**config.mk**
```make
export PLATFORM = sky130hd
export DESIGN_NAME = sphc_top
export DESIGN_NICKNAME = d
export VERILOG_FILES = /design/src/hw/sphc_pkg.sv /design/src/hw/sphc_sync.sv /design/src/hw/sphc_hs.sv /design/src/hw/sphc_top.sv
export SDC_FILE = /design/constraint.sdc
export NUM_CORES = 1
export LEC_CHECK = 0
export BUFFER_PORTS_ARGS = -buffer_cell sky130_fd_sc_hd__buf_2
export CORE_UTILIZATION = 61
export CTS_BUF_LIST = sky130_fd_sc_hd__clkbuf_8 sky130_fd_sc_hd__clkbuf_16
export DETAILED_ROUTE_END_ITERATION = 10
export PLACE_DENSITY = 0.84
export RECOVER_POWER = 25
export SLEW_MARGIN = 20
export SYNTH_ARGS = -nofsm -noshare
export SYNTH_HDL_FRONTEND = slang
export SYNTH_SLANG_ARGS = --single-unit
```
**constraint.sdc**
```tcl
create_clock -name clk -period 6.1 [get_ports clk]
set_clock_uncertainty 0.1 [all_clocks]
set_input_delay 0.305 -clock clk [delete_from_list [all_inputs] [get_ports clk]]
set_output_delay 0.305 -clock clk [all_outputs]
set_load 0.02 [all_outputs]
```
**src/hw/sphc_pkg.sv**
```systemverilog
// Shared constants and types for the strobed handshake port control block.
// Assumes a single clock domain; pins are synchronised inside the top module.
package sphc_pkg;

  // ==========================================================================
  // Host register addresses
  localparam logic [1:0] ADDR_PA = 2'h0;
  localparam logic [1:0] ADDR_PB = 2'h1;
  localparam logic [1:0] ADDR_PC = 2'h2;
  localparam logic [1:0] ADDR_CTRL = 2'h3;

  // ==========================================================================
  // Control word fields
  localparam int CW_SEL = 7;
  localparam int CW_AMODE_HI = 6;
  localparam int CW_AMODE_LO = 5;
  localparam int CW_PA_IN = 4;
  localparam int CW_PCU_IN = 3;
  localparam int CW_B_STROBED = 2;
  localparam int CW_PB_IN = 1;
  localparam int CW_PCL_IN = 0;
  localparam int BSR_SEL_HI = 3;
  localparam int BSR_SEL_LO = 1;
  localparam int BSR_VAL = 0;
  // All ports input, basic mode
  localparam logic [6:0] CFG_RESET = 7'h1B;

  // ==========================================================================
  // Port C line positions in strobed modes
  localparam logic [2:0] PC_IRQ_REQUEST_B = 3'h0;
  localparam logic [2:0] PC_FULL_B = 3'h1;
  localparam logic [2:0] PC_LINE_B = 3'h2;
  localparam logic [2:0] PC_IRQ_REQUEST_A = 3'h3;
  localparam logic [2:0] PC_STB_A = 3'h4;
  localparam logic [2:0] PC_IBF_A = 3'h5;
  localparam logic [2:0] PC_ACK_A = 3'h6;
  localparam logic [2:0] PC_OBF_A = 3'h7;

  // ==========================================================================
  // Handshake channels
  localparam int NUM_CH = 3;
  localparam int CH_B = 0;
  localparam int CH_AI = 1;
  localparam int CH_AO = 2;
  localparam int PIN_BITS = 24;

  typedef enum logic [1:0] {SPHC_BASIC, SPHC_STROBED, SPHC_BIDIR} sphc_mode_t;

  typedef struct packed {
    logic [1:0] addr;
    logic [7:0] wdata;
    logic wr;
    logic rd;
  } sphc_bus_req_t;

endpackage : sphc_pkg

```
**src/hw/sphc_sync.sv**
```systemverilog
// Two-flop synchroniser for a bundle of pin inputs.
// Assumes the bits are independent levels; no bus coherence is promised.
`timescale 1ns/1ps
module sphc_sync #(
  parameter int W = 1
) (
  input wire logic clk,
  input wire logic rst_n,
  input wire logic [W-1:0] d,
  output logic [W-1:0] q
);

  // ==========================================================================
  // Stages
  logic [W-1:0] meta_reg;
  logic [W-1:0] sync_reg;

  // First stage feeds only the second
  always_ff @(posedge clk or negedge rst_n) begin
    if (!rst_n) begin
      meta_reg <= '1;
      sync_reg <= '1;
    end else begin
      meta_reg <= d;
      sync_reg <= meta_reg;
    end
  end

  assign q = sync_reg;

endmodule : sphc_sync

```
**src/hw/sphc_hs.sv**
```systemverilog
// One strobed handshake channel: buffer-full flag and interrupt request.
// Assumes line_n is already synchronised and host_ev is a one-cycle strobe.
`timescale 1ns/1ps
module sphc_hs (
  input wire logic clk,
  input wire logic rst_n,
  input wire logic clr,
  input wire logic active,
  input wire logic dir_in,
  input wire logic line_n,
  input wire logic host_ev,
  input wire logic ie,
  input wire logic force_full,
  input wire logic force_irq,
  input wire logic force_val,
  output logic full,
  output logic irq
);

  // ==========================================================================
  // State
  logic full_reg, full_next;
  logic irq_reg, irq_next;
  logic hold_reg, hold_next;
  logic set_ev, clr_ev;

  // Input: line low fills, host read empties; output the other way round
  always_comb begin
    set_ev = dir_in ? !line_n : host_ev;
    clr_ev = dir_in ? host_ev : !line_n;
    full_next = full_reg;
    irq_next = 1'b0;
    hold_next = hold_reg;
    if (clr || !active) begin
      full_next = 1'b0;
      hold_next = 1'b0;
    end else if (force_full) begin
      full_next = force_val || set_ev; // a hardware set still wins
    end else if (set_ev) begin
      full_next = 1'b1; // Set wins over a same-cycle clear
    end else if (clr_ev) begin
      full_next = 1'b0;
    end
    if (set_ev || clr_ev) begin
      hold_next = 1'b0;
    end
    // Level form keeps the request from going stale after a clear
    if (active && !clr) begin
      if (dir_in) begin
        irq_next = full_next && line_n && ie && !host_ev;
      end else begin
        irq_next = !full_next && line_n && ie && !host_ev;
      end
    end
    // A forced request value stays until the next handshake event
    if (active && !clr && force_irq) begin
      irq_next = force_val;
      hold_next = 1'b1;
    end else if (hold_reg && hold_next) begin
      irq_next = irq_reg;
    end
  end

  // Registers
  always_ff @(posedge clk or negedge rst_n) begin
    if (!rst_n) begin
      full_reg <= 1'b0;
      irq_reg <= 1'b0;
      hold_reg <= 1'b0;
    end else begin
      full_reg <= full_next;
      irq_reg <= irq_next;
      hold_reg <= hold_next;
    end
  end

  assign full = full_reg;
  assign irq = irq_reg;

  // ==========================================================================
  // Checks
  ibf_set_a: assert property (@(posedge clk) disable iff (!rst_n)
    active && dir_in && !line_n && !clr && !force_full |=> full_reg)
    else $error("input flag not set by strobe");
  ibf_clear_a: assert property (@(posedge clk) disable iff (!rst_n)
    active && dir_in && line_n && host_ev && !clr && !force_full |=> !full_reg)
    else $error("input flag not cleared by read");
  obf_set_a: assert property (@(posedge clk) disable iff (!rst_n)
    active && !dir_in && host_ev && !clr && !force_full |=> full_reg)
    else $error("output flag not set by write");
  irq_raise_a: assert property (@(posedge clk) disable iff (!rst_n)
    active && ie && line_n && (full_reg == dir_in) && !host_ev && !clr && !force_full
    && !force_irq && !hold_reg |=> irq_reg)
    else $error("request not raised");
  irq_drop_a: assert property (@(posedge clk) disable iff (!rst_n)
    host_ev && !force_irq |=> !irq_reg)
    else $error("request not dropped by host strobe");

endmodule : sphc_hs

```
**src/hw/sphc_top.sv**
```systemverilog
// Strobed handshake port control: three 8-bit ports with basic, strobed
// and bidirectional modes, port C status and single-bit commands.
// Assumes a same-clock host port and asynchronous peripheral pins.
//
// Contract
// - Peripheral strobe low loads port data into the input latch.
// - Input-full rises while strobe is low, falls after host read.
// - Input request: strobe high, full and enable set; cleared by read.
// - Enables: group B at line 2, group A input line 4, output line 6.
// - Output-full line goes low on host write, high on acknowledge low.
// - Output request: acknowledge high, buffer empty, enable set; write clears.
// - Each strobed group has one 8-bit port and three control lines; latched.
// - Ports A and B pick input or output independently in strobed mode.
// - Bidirectional mode is group A only, five port C lines.
// - Bidirectional port A drives only while acknowledge is low.
// - Bidirectional enables: output at line 6, input at line 4.
// - Bidirectional request ORs gated input-full and output-empty.
// - Unused port C lines are plain inputs or outputs per mode word.
// - Port C read shows enable flags at lines 2, 4 and 6.
// - Byte write to port C touches only basic-group output lines.
// - Bit command can write any port C output, handshake ones included.
// - Bit command on input lines is ignored, on strobe/ack sets enables.
// - Bit set enables a request, bit reset disables it.
// - Mode select and reset clear all enable flags.
// - Mode select clears output latches and handshake flags.
//
// Local design decisions: the strobed register port and the register offsets.
`timescale 1ns/1ps
module sphc_top (
  input wire logic clk,
  input wire logic rst_n,
  input wire sphc_pkg::sphc_bus_req_t bus_req,
  output logic [7:0] rdata,
  input wire logic [7:0] pa_pin,
  output logic [7:0] pa_drive,
  output logic pa_en,
  input wire logic [7:0] pb_pin,
  output logic [7:0] pb_drive,
  output logic pb_en,
  input wire logic [7:0] pc_pin,
  output logic [7:0] pc_drive,
  output logic [7:0] pc_en
);

  // ==========================================================================
  // Synchronised pins
  logic [sphc_pkg::PIN_BITS-1:0] pin_sync;
  logic [7:0] pa_sync, pb_sync, pc_sync;
  logic stb_a_n, ack_a_n, line_b_n;

  // Data and control pins resync together so a latch sees aligned data
  sphc_sync #(.W(sphc_pkg::PIN_BITS)) u_sync (
    .clk(clk),
    .rst_n(rst_n),
    .d({pc_pin, pb_pin, pa_pin}),
    .q(pin_sync)
  );

  assign pa_sync = pin_sync[7:0];
  assign pb_sync = pin_sync[15:8];
  assign pc_sync = pin_sync[23:16];
  assign stb_a_n = pc_sync[sphc_pkg::PC_STB_A];
  assign ack_a_n = pc_sync[sphc_pkg::PC_ACK_A];
  assign line_b_n = pc_sync[sphc_pkg::PC_LINE_B];

  // ==========================================================================
  // Configuration decode
  logic [6:0] cfg_reg, cfg_next;
  sphc_pkg::sphc_mode_t a_mode;
  logic a_basic, a_bidir, pa_in, pb_in, b_strobed;
  logic [7:0] io_out, grp_basic;

  // Group A mode from two bits; group B never goes bidirectional
  always_comb begin
    if (cfg_reg[sphc_pkg::CW_AMODE_HI]) begin
      a_mode = sphc_pkg::SPHC_BIDIR;
    end else if (cfg_reg[sphc_pkg::CW_AMODE_LO]) begin
      a_mode = sphc_pkg::SPHC_STROBED;
    end else begin
      a_mode = sphc_pkg::SPHC_BASIC;
    end
  end

  assign a_basic = (a_mode == sphc_pkg::SPHC_BASIC);
  assign a_bidir = (a_mode == sphc_pkg::SPHC_BIDIR);
  assign pa_in = cfg_reg[sphc_pkg::CW_PA_IN];
  assign pb_in = cfg_reg[sphc_pkg::CW_PB_IN];
  assign b_strobed = cfg_reg[sphc_pkg::CW_B_STROBED];
  // Nibble direction for lines outside the handshake
  assign io_out = {{4{!cfg_reg[sphc_pkg::CW_PCU_IN]}}, {4{!cfg_reg[sphc_pkg::CW_PCL_IN]}}};
  assign grp_basic = {{4{a_basic}}, {4{!b_strobed}}};

  // ==========================================================================
  // Host strobes
  logic wr_a, wr_b, wr_c, wr_ctl, rd_a, rd_b, rd_c, rd_ctl, mode_set, bsr;
  logic [2:0] bsr_sel;
  logic bsr_val;

  assign wr_a = bus_req.wr && (bus_req.addr == sphc_pkg::ADDR_PA);
  assign wr_b = bus_req.wr && (bus_req.addr == sphc_pkg::ADDR_PB);
  assign wr_c = bus_req.wr && (bus_req.addr == sphc_pkg::ADDR_PC);
  assign wr_ctl = bus_req.wr && (bus_req.addr == sphc_pkg::ADDR_CTRL);
  assign rd_a = bus_req.rd && (bus_req.addr == sphc_pkg::ADDR_PA);
  assign rd_b = bus_req.rd && (bus_req.addr == sphc_pkg::ADDR_PB);
  assign rd_c = bus_req.rd && (bus_req.addr == sphc_pkg::ADDR_PC);
  assign rd_ctl = bus_req.rd && (bus_req.addr == sphc_pkg::ADDR_CTRL);
  assign mode_set = wr_ctl && bus_req.wdata[sphc_pkg::CW_SEL];
  assign bsr = wr_ctl && !bus_req.wdata[sphc_pkg::CW_SEL];
  assign bsr_sel = bus_req.wdata[sphc_pkg::BSR_SEL_HI:sphc_pkg::BSR_SEL_LO];
  assign bsr_val = bus_req.wdata[sphc_pkg::BSR_VAL];

  // ==========================================================================
  // Handshake channels: B, A input, A output
  logic [sphc_pkg::NUM_CH-1:0] ch_active, ch_dir_in, ch_line_n, ch_host_ev;
  logic [sphc_pkg::NUM_CH-1:0] ch_full, ch_irq;
  logic [sphc_pkg::NUM_CH-1:0] force_full, force_irq, force_val;
  logic [sphc_pkg::NUM_CH-1:0] ie_reg, ie_next;

  // Bidirectional mode runs both A channels at once
  assign ch_active[sphc_pkg::CH_B] = b_strobed;
  assign ch_active[sphc_pkg::CH_AI] = (a_mode == sphc_pkg::SPHC_STROBED && pa_in) || a_bidir;
  assign ch_active[sphc_pkg::CH_AO] = (a_mode == sphc_pkg::SPHC_STROBED && !pa_in) || a_bidir;
  assign ch_dir_in = {1'b0, 1'b1, pb_in};
  assign ch_line_n = {ack_a_n, stb_a_n, line_b_n};
  assign ch_host_ev = {wr_a, rd_a, pb_in ? rd_b : wr_b};

  generate
    for (genvar c = 0; c < sphc_pkg::NUM_CH; c++) begin : g_ch
      sphc_hs u_hs (
        .clk(clk),
        .rst_n(rst_n),
        .clr(mode_set),
        .active(ch_active[c]),
        .dir_in(ch_dir_in[c]),
        .line_n(ch_line_n[c]),
        .host_ev(ch_host_ev[c]),
        .ie(ie_reg[c]),
        .force_full(force_full[c]),
        .force_irq(force_irq[c]),
        .force_val(force_val[c]),
        .full(ch_full[c]),
        .irq(ch_irq[c])
      );
    end
  endgenerate

  // ==========================================================================
  // Port C line roles for the current mode pair
  logic [7:0] hs_o, hs_v, ln_pos, ln_ie;

  always_comb begin
    hs_o = 8'h00;
    hs_v = 8'h00;
    ln_pos = 8'h00;
    ln_ie = 8'h00;
    if (ch_active[sphc_pkg::CH_B]) begin
      hs_o[sphc_pkg::PC_IRQ_REQUEST_B] = 1'b1;
      hs_v[sphc_pkg::PC_IRQ_REQUEST_B] = ch_irq[sphc_pkg::CH_B];
      hs_o[sphc_pkg::PC_FULL_B] = 1'b1;
      // Output-full pin is active low, input-full is active high
      hs_v[sphc_pkg::PC_FULL_B] = pb_in ? ch_full[sphc_pkg::CH_B] : !ch_full[sphc_pkg::CH_B];
      ln_pos[sphc_pkg::PC_LINE_B] = 1'b1;
      ln_ie[sphc_pkg::PC_LINE_B] = ie_reg[sphc_pkg::CH_B];
    end
    if (ch_active[sphc_pkg::CH_AI] || ch_active[sphc_pkg::CH_AO]) begin
      hs_o[sphc_pkg::PC_IRQ_REQUEST_A] = 1'b1;
      // Single request for both A directions
      hs_v[sphc_pkg::PC_IRQ_REQUEST_A] = ch_irq[sphc_pkg::CH_AI] || ch_irq[sphc_pkg::CH_AO];
    end
    if (ch_active[sphc_pkg::CH_AI]) begin
      hs_o[sphc_pkg::PC_IBF_A] = 1'b1;
      hs_v[sphc_pkg::PC_IBF_A] = ch_full[sphc_pkg::CH_AI];
      ln_pos[sphc_pkg::PC_STB_A] = 1'b1;
      ln_ie[sphc_pkg::PC_STB_A] = ie_reg[sphc_pkg::CH_AI];
    end
    if (ch_active[sphc_pkg::CH_AO]) begin
      hs_o[sphc_pkg::PC_OBF_A] = 1'b1;
      hs_v[sphc_pkg::PC_OBF_A] = !ch_full[sphc_pkg::CH_AO];
      ln_pos[sphc_pkg::PC_ACK_A] = 1'b1;
      ln_ie[sphc_pkg::PC_ACK_A] = ie_reg[sphc_pkg::CH_AO];
    end
  end

  // ==========================================================================
  // Per-line drive, read-back and byte-write mask
  logic [7:0] pc_latch_reg, pc_latch_next;
  logic [7:0] pc_en_next, pc_drv_next, pc_rd, pcw_mask;

  generate
    for (genvar i = 0; i < 8; i++) begin : g_pc
      assign pc_en_next[i] = hs_o[i] || (!ln_pos[i] && io_out[i]);
      assign pc_drv_next[i] = hs_o[i] ? hs_v[i] : pc_latch_reg[i];
      // Strobe and acknowledge positions read back the enable flags
      assign pc_rd[i] = hs_o[i] ? hs_v[i] :
                        ln_pos[i] ? ln_ie[i] :
                        io_out[i] ? pc_latch_reg[i] : pc_sync[i];
      assign pcw_mask[i] = !hs_o[i] && !ln_pos[i] && io_out[i] && grp_basic[i];
    end
  endgenerate

  // ==========================================================================
  // Data latches, enables and configuration
  logic [7:0] pa_latch_reg, pa_latch_next, pb_latch_reg, pb_latch_next;
  logic [7:0] a_in_reg, a_in_next, b_in_reg, b_in_next;

  always_comb begin
    cfg_next = cfg_reg;
    pa_latch_next = pa_latch_reg;
    pb_latch_next = pb_latch_reg;
    pc_latch_next = pc_latch_reg;
    a_in_next = a_in_reg;
    b_in_next = b_in_reg;
    ie_next = ie_reg;
    force_full = '0;
    force_irq = '0;
    force_val = {sphc_pkg::NUM_CH{bsr_val}};
    // Latch follows the pins for as long as the strobe is low
    if (ch_active[sphc_pkg::CH_AI] && !stb_a_n) begin
      a_in_next = pa_sync;
    end
    if (ch_active[sphc_pkg::CH_B] && pb_in && !line_b_n) begin
      b_in_next = pb_sync;
    end
    if (wr_a) begin
      pa_latch_next = bus_req.wdata;
    end
    if (wr_b) begin
      pb_latch_next = bus_req.wdata;
    end
    if (wr_c) begin
      pc_latch_next = (pc_latch_reg & ~pcw_mask) | (bus_req.wdata & pcw_mask);
    end
    if (bsr) begin
      if (hs_o[bsr_sel]) begin
        if (bsr_sel == sphc_pkg::PC_IRQ_REQUEST_B) begin
          force_irq[sphc_pkg::CH_B] = 1'b1;
        end else if (bsr_sel == sphc_pkg::PC_FULL_B) begin
          force_full[sphc_pkg::CH_B] = 1'b1;
          force_val[sphc_pkg::CH_B] = pb_in ? bsr_val : !bsr_val;
        end else if (bsr_sel == sphc_pkg::PC_IRQ_REQUEST_A) begin
          force_irq[sphc_pkg::CH_AI] = ch_active[sphc_pkg::CH_AI];
          force_irq[sphc_pkg::CH_AO] = ch_active[sphc_pkg::CH_AO];
        end else if (bsr_sel == sphc_pkg::PC_IBF_A) begin
          force_full[sphc_pkg::CH_AI] = 1'b1;
        end else begin
          force_full[sphc_pkg::CH_AO] = 1'b1;
          force_val[sphc_pkg::CH_AO] = !bsr_val;
        end
      end else if (ln_pos[bsr_sel]) begin
        if (bsr_sel == sphc_pkg::PC_LINE_B) begin
          ie_next[sphc_pkg::CH_B] = bsr_val;
        end else if (bsr_sel == sphc_pkg::PC_STB_A) begin
          ie_next[sphc_pkg::CH_AI] = bsr_val;
        end else begin
          ie_next[sphc_pkg::CH_AO] = bsr_val;
        end
      end else if (io_out[bsr_sel]) begin
        pc_latch_next[bsr_sel] = bsr_val; // Input lines stay untouched
      end
    end
    // Mode select wipes every output latch and enable
    if (mode_set) begin
      cfg_next = bus_req.wdata[6:0];
      pa_latch_next = 8'h00;
      pb_latch_next = 8'h00;
      pc_latch_next = 8'h00;
      a_in_next = 8'h00;
      b_in_next = 8'h00;
      ie_next = '0;
    end
  end

  // ==========================================================================
  // Pin drive and read data
  logic pa_en_reg, pa_en_next, pb_en_reg, pb_en_next;
  logic [7:0] pc_drv_reg, pc_en_reg, rdata_reg, rdata_next, pa_rd, pb_rd;

  always_comb begin
    // Tristate in bidirectional mode except during acknowledge
    pa_en_next = a_bidir ? !ack_a_n : !pa_in;
    pb_en_next = !pb_in;
    if (ch_active[sphc_pkg::CH_AI]) begin
      pa_rd = a_in_reg;
    end else begin
      pa_rd = pa_in ? pa_sync : pa_latch_reg;
    end
    if (ch_active[sphc_pkg::CH_B] && pb_in) begin
      pb_rd = b_in_reg;
    end else begin
      pb_rd = pb_in ? pb_sync : pb_latch_reg;
    end
    rdata_next = 8'h00;
    if (rd_a) begin
      rdata_next = pa_rd;
    end else if (rd_b) begin
      rdata_next = pb_rd;
    end else if (rd_c) begin
      rdata_next = pc_rd;
    end else if (rd_ctl) begin
      rdata_next = {1'b1, cfg_reg};
    end
  end

  // Registers
  always_ff @(posedge clk or negedge rst_n) begin
    if (!rst_n) begin
      cfg_reg <= sphc_pkg::CFG_RESET;
      pa_latch_reg <= 8'h00;
      pb_latch_reg <= 8'h00;
      pc_latch_reg <= 8'h00;
      a_in_reg <= 8'h00;
      b_in_reg <= 8'h00;
      ie_reg <= '0;
      pa_en_reg <= 1'b0;
      pb_en_reg <= 1'b0;
      pc_en_reg <= 8'h00;
      pc_drv_reg <= 8'h00;
      rdata_reg <= 8'h00;
    end else begin
      cfg_reg <= cfg_next;
      pa_latch_reg <= pa_latch_next;
      pb_latch_reg <= pb_latch_next;
      pc_latch_reg <= pc_latch_next;
      a_in_reg <= a_in_next;
      b_in_reg <= b_in_next;
      ie_reg <= ie_next;
      pa_en_reg <= pa_en_next;
      pb_en_reg <= pb_en_next;
      pc_en_reg <= pc_en_next;
      pc_drv_reg <= pc_drv_next;
      rdata_reg <= rdata_next;
    end
  end

  assign rdata = rdata_reg;
  assign pa_drive = pa_latch_reg;
  assign pa_en = pa_en_reg;
  assign pb_drive = pb_latch_reg;
  assign pb_en = pb_en_reg;
  assign pc_drive = pc_drv_reg;
  assign pc_en = pc_en_reg;

  // ==========================================================================
  // Checks
  bidir_drive_a: assert property (@(posedge clk) disable iff (!rst_n)
    a_bidir |=> pa_en_reg == !$past(ack_a_n))
    else $error("port A drive not tied to acknowledge");
  ie_clear_a: assert property (@(posedge clk) disable iff (!rst_n)
    mode_set |=> ie_reg == '0)
    else $error("enables survive mode select");
  out_clear_a: assert property (@(posedge clk) disable iff (!rst_n)
    mode_set |=> pa_latch_reg == 8'h00 && pc_latch_reg == 8'h00 && ch_full == '0)
    else $error("outputs survive mode select");
  byte_guard_a: assert property (@(posedge clk) disable iff (!rst_n)
    wr_c |=> ie_reg == $past(ie_reg))
    else $error("port C byte write changed enables");
  flag_read_a: assert property (@(posedge clk) disable iff (!rst_n)
    rd_c && ch_active[sphc_pkg::CH_AI] |=> rdata_reg[4] == $past(ie_reg[1]))
    else $error("port C read lacks enable flag");
  bsr_ie_a: assert property (@(posedge clk) disable iff (!rst_n)
    bsr && bsr_sel == sphc_pkg::PC_ACK_A && ch_active[sphc_pkg::CH_AO]
    |=> ie_reg[2] == $past(bsr_val))
    else $error("bit command missed output enable");
  latch_load_a: assert property (@(posedge clk) disable iff (!rst_n)
    ch_active[sphc_pkg::CH_AI] && !stb_a_n && !mode_set |=> a_in_reg == $past(pa_sync))
    else $error("input latch not loaded");
  read_idle_a: assert property (@(posedge clk) disable iff (!rst_n)
    !bus_req.rd |=> rdata_reg == 8'h00)
    else $error("read data outside read slot");
  irq_a_c: cover property (@(posedge clk) disable iff (!rst_n)
    a_bidir && ch_irq[sphc_pkg::CH_AI] ##[1:20] ch_irq[sphc_pkg::CH_AO]);
  drive_c: cover property (@(posedge clk) disable iff (!rst_n) a_bidir && pa_en_reg);
  b_full_c: cover property (@(posedge clk) disable iff (!rst_n)
    ch_full[sphc_pkg::CH_B] ##1 rd_b ##1 !ch_full[sphc_pkg::CH_B]);

endmodule : sphc_top

```
==> out/results.tsv <==
stage	metric	value	unit
run_status	outcome	finished with violations	
run_status	violations	DRC	
clock_network	cts_tree	yes	
pwr	ir_drop	219	uV
route	antenna_left	0	
critical_path	reg2reg_slack	3480	ps
timing	fin_crit_sh	43.0	%
clock_network	clkLatencyLatePin	530	ps
critical_path	r2r_end	g_ch[2].u_hs.irq	
floorplan	fp.dieArea	9830	sq um
critical_path	start_kind	flip-flop	
route	vias	4702	
min_path	hp-start	bus_req[5]	
route	routedWlPerCell	19.3	microns
placement	place_ws	3260	ps
timing	fmax	0.381	GHz
timing	final_hold_viol_count	0	
floorplan	num_rows	35	
yosys	synth_top_area_share	34.8	%
timing	totalNegativeSetupSlack	0	ps
timing	tightest_slew	972	ps
global_route	grt_pass1_vias	4764	
floorplan	start_util	62.6	%
clock_network	cts-resized-gates	0	
route	routed_wirelength	14.6	mm
pwr	switchingPower	0.000833	W
clock_network	cts-htree-levels	4	
min_path	whs_endpoint	cfg_reg[3]	
global_route	grt.overflow.total	0	
clock_network	clockBufferDepth	2	
route	first_iter_violations	492	
critical_path	rr_startpoint	cfg_reg[2]	
global_route	antenna_found_initial	0	
pwr	pwr-share-comb	18.9	%
global_route	grt_max_degree	83	
floorplan	die_w	99.1	microns
layout	nNetsFinal	672	
clock_network	cts_buffers	17	
pwr	cellInternalPower	0.00182	W
yosys	synth_cell_types	56	
placement	place_hpwl	8.72	mm
yosys	postSynthCellCount	542	
layout	drive_above_1_share	28.4	%
critical_path	crit_required	6460	ps
critical_path	critical_path_class	reg -> reg	
global_route	grt_pass1_wl	24.0	mm
pwr	p_clk_share	38.3	%
pwr	p_seq_share	42.8	%
yosys	async_flop_share	100	%
clock_network	postCtsSetupBuffers	0	
clock_network	cts.clk_slew.worst_paths	60	ps
timing	worst_slack	3480	ps
min_path	hp-class	in -> reg	
flow_run	max_cap_violations	0	
timing	relSlewSlack	35.2	%
floorplan	core	9200	sq um
yosys	ys.flop_type	dfrtp_1	
pwr	p_leak	3.21	nW
route	route.detailed.drc	2	
layout	diodes	0	
global_route	grtUsageTotal	32.2	%
layout	syn2layout_area_growth	22.4	%
floorplan	fp.dieH	99.1	microns
yosys	syn_avg_cell_area	10.6	sq um
pwr	swShare	31.4	%
yosys	synth_area_leaders	dfrtp_1 (35%), dfstp_2 (24%), mux2i_1 (7.0%)	
route	drt_pass1_iterations	9	
clock_network	root_buffer	clkbuf_8	
min_path	whs_path_depth	3	
yosys	synth-seq-cells	132	
placement	globalplace.congestion	0.900	
yosys	synthesis.nets	580	
timing	finalSetupViolCount	0	
timing	drv_slew	0	
route	via_per_inst	6.20	
clock_network	clock_sinks	132	
critical_path	cp_max_fo	26	
yosys	synth_seq_area_share	58.5	%
critical_path	cp.arrival	2980	ps
floorplan	pin_count	80	
critical_path	critPathCaptureType	flip-flop	
critical_path	r2r_cells	5	
yosys	ys_warn_count	0	
pwr	powerDensity	377	nW/um^2
yosys	synth-edff-count	0	
placement	port-buffer-count	79	
yosys	yosysTopAreaCell	dfrtp_1	
yosys	synth.cell_area	5750	sq um
critical_path	critPathLaunch	cfg_reg[2]	
timing	rsz0062_at_grt	false	
timing	fin_crit	2620	ps
clock_network	hold_buffers	29	
-- metal layers --
metal  share of wire [%]  GRT usage [%]  vias to the layer above
li1                    -              -                     2096
met5                   0              0                        -
met1                  40           41.6                     2280
met3                 9.1           9.14                       56
met2                  48           50.3                      270
met4                 3.2           16.6                        0
-- area by class of cell --
class	count	area [sq um]
Timing Repair Buffer	112	722
Inverter	4	15.0
Clock inverter	14	165
Fill cell	588	2150
Tap cell	111	139
Sequential cell	132	3370
Multi-Input combinational cell	367	2200
Clock buffer	18	428
-- worst max path at each step --
stage / endpoint / slack, ps / cells past startpoint
finish: g_ch[2].u_hs.irq / 3480 / 5
global route: g_ch[2].u_hs.irq / 3390 / 5
CTS: g_ch[2].u_hs.irq / 3520 / 5
detailed placement: g_ch[2].u_hs.irq / 3260 / 6
global placement: g_ch[1].u_hs.irq / 3370 / 7
floorplan: g_ch[0].u_hs.irq / 4190 / 4
-- placed cells by master (no fill, tap or decap), types with 4 or more instances in the layout --
master	instances
dlygate4sd3_1	29
mux2i_1	40
nor2_1	46
nand3_1	15
buf_4	4
mux2_2	7
a211oi_1	23
o211ai_1	6
dfstp_2	52
a21oi_1	43
inv_6	4
dfrtp_1	80
and3_1	4
nand2_1	86
nor3_1	11
clkbuf_16	16
clkinv_4	4
buf_2	77
nor2b_1	7
inv_1	4
o21ai_0	22
-- stage by stage --
step	total power [W]	hold slack [ps]	instances	area [sq um]	utilization (%)
after CTS	0.00266	7.30	758	7030	76.5
after floorplan	0.00145	-90.6	542	5750	-
final	0.00266	31.2	758	7040	76.6
after detailed placement	0.00162	247	697	6150	66.9
after global routing	0.00276	39.6	758	7040	76.6
after global placement	0.00159	246	697	6150	66.9
-- cell families after synthesis --
family / count (synthesis) / share of synthesized area [%]
AOI/OAI and AO/OA: 118 / 13.1
xor gates and xnor gates: 2 / 0.304
buffers and inverters: 43 / 3.26
DFF: 132 / 58.5
muxes: 47 / 8.33
and+or+nand+nor: 200 / 16.5
-- cells in the mapped netlist (3+ instances only) --
master	instances
dfrtp_1	80
nor3_1	11
and3_1	4
o31ai_1	3
mux2_2	7
nor2b_1	7
nand3b_1	3
o211ai_1	6
a21oi_1	43
buf_4	4
o21ai_0	22
buf_2	9
nand2b_1	3
dfstp_2	52
mux2i_1	40
nand4_1	3
inv_1	4
nor2_1	46
clkbuf_1	23
nor4_1	3
buf_1	3
nand2_1	86
a211oi_1	23
nand3_1	15
-- power groups by stage --
stage                     combinational [W]  sequential [W]  clock (W)
after floorplan                    0.000301         0.00115          0
after global placement             0.000458         0.00114          0
after detailed placement           0.000473         0.00114          0
after CTS                          0.000497         0.00113    0.00103
after global routing               0.000547         0.00115    0.00107
final                              0.000502         0.00114    0.00102
-- worst max-delay path, stage by stage, from the launching register on --
cell	delay, ps
dfrtp_1	980
or3b_1	430
and3_4	210
nor4_4	320
nor4b_2	290
o221a_1	220
Note: power is estimated with default switching activity, not from simulation.
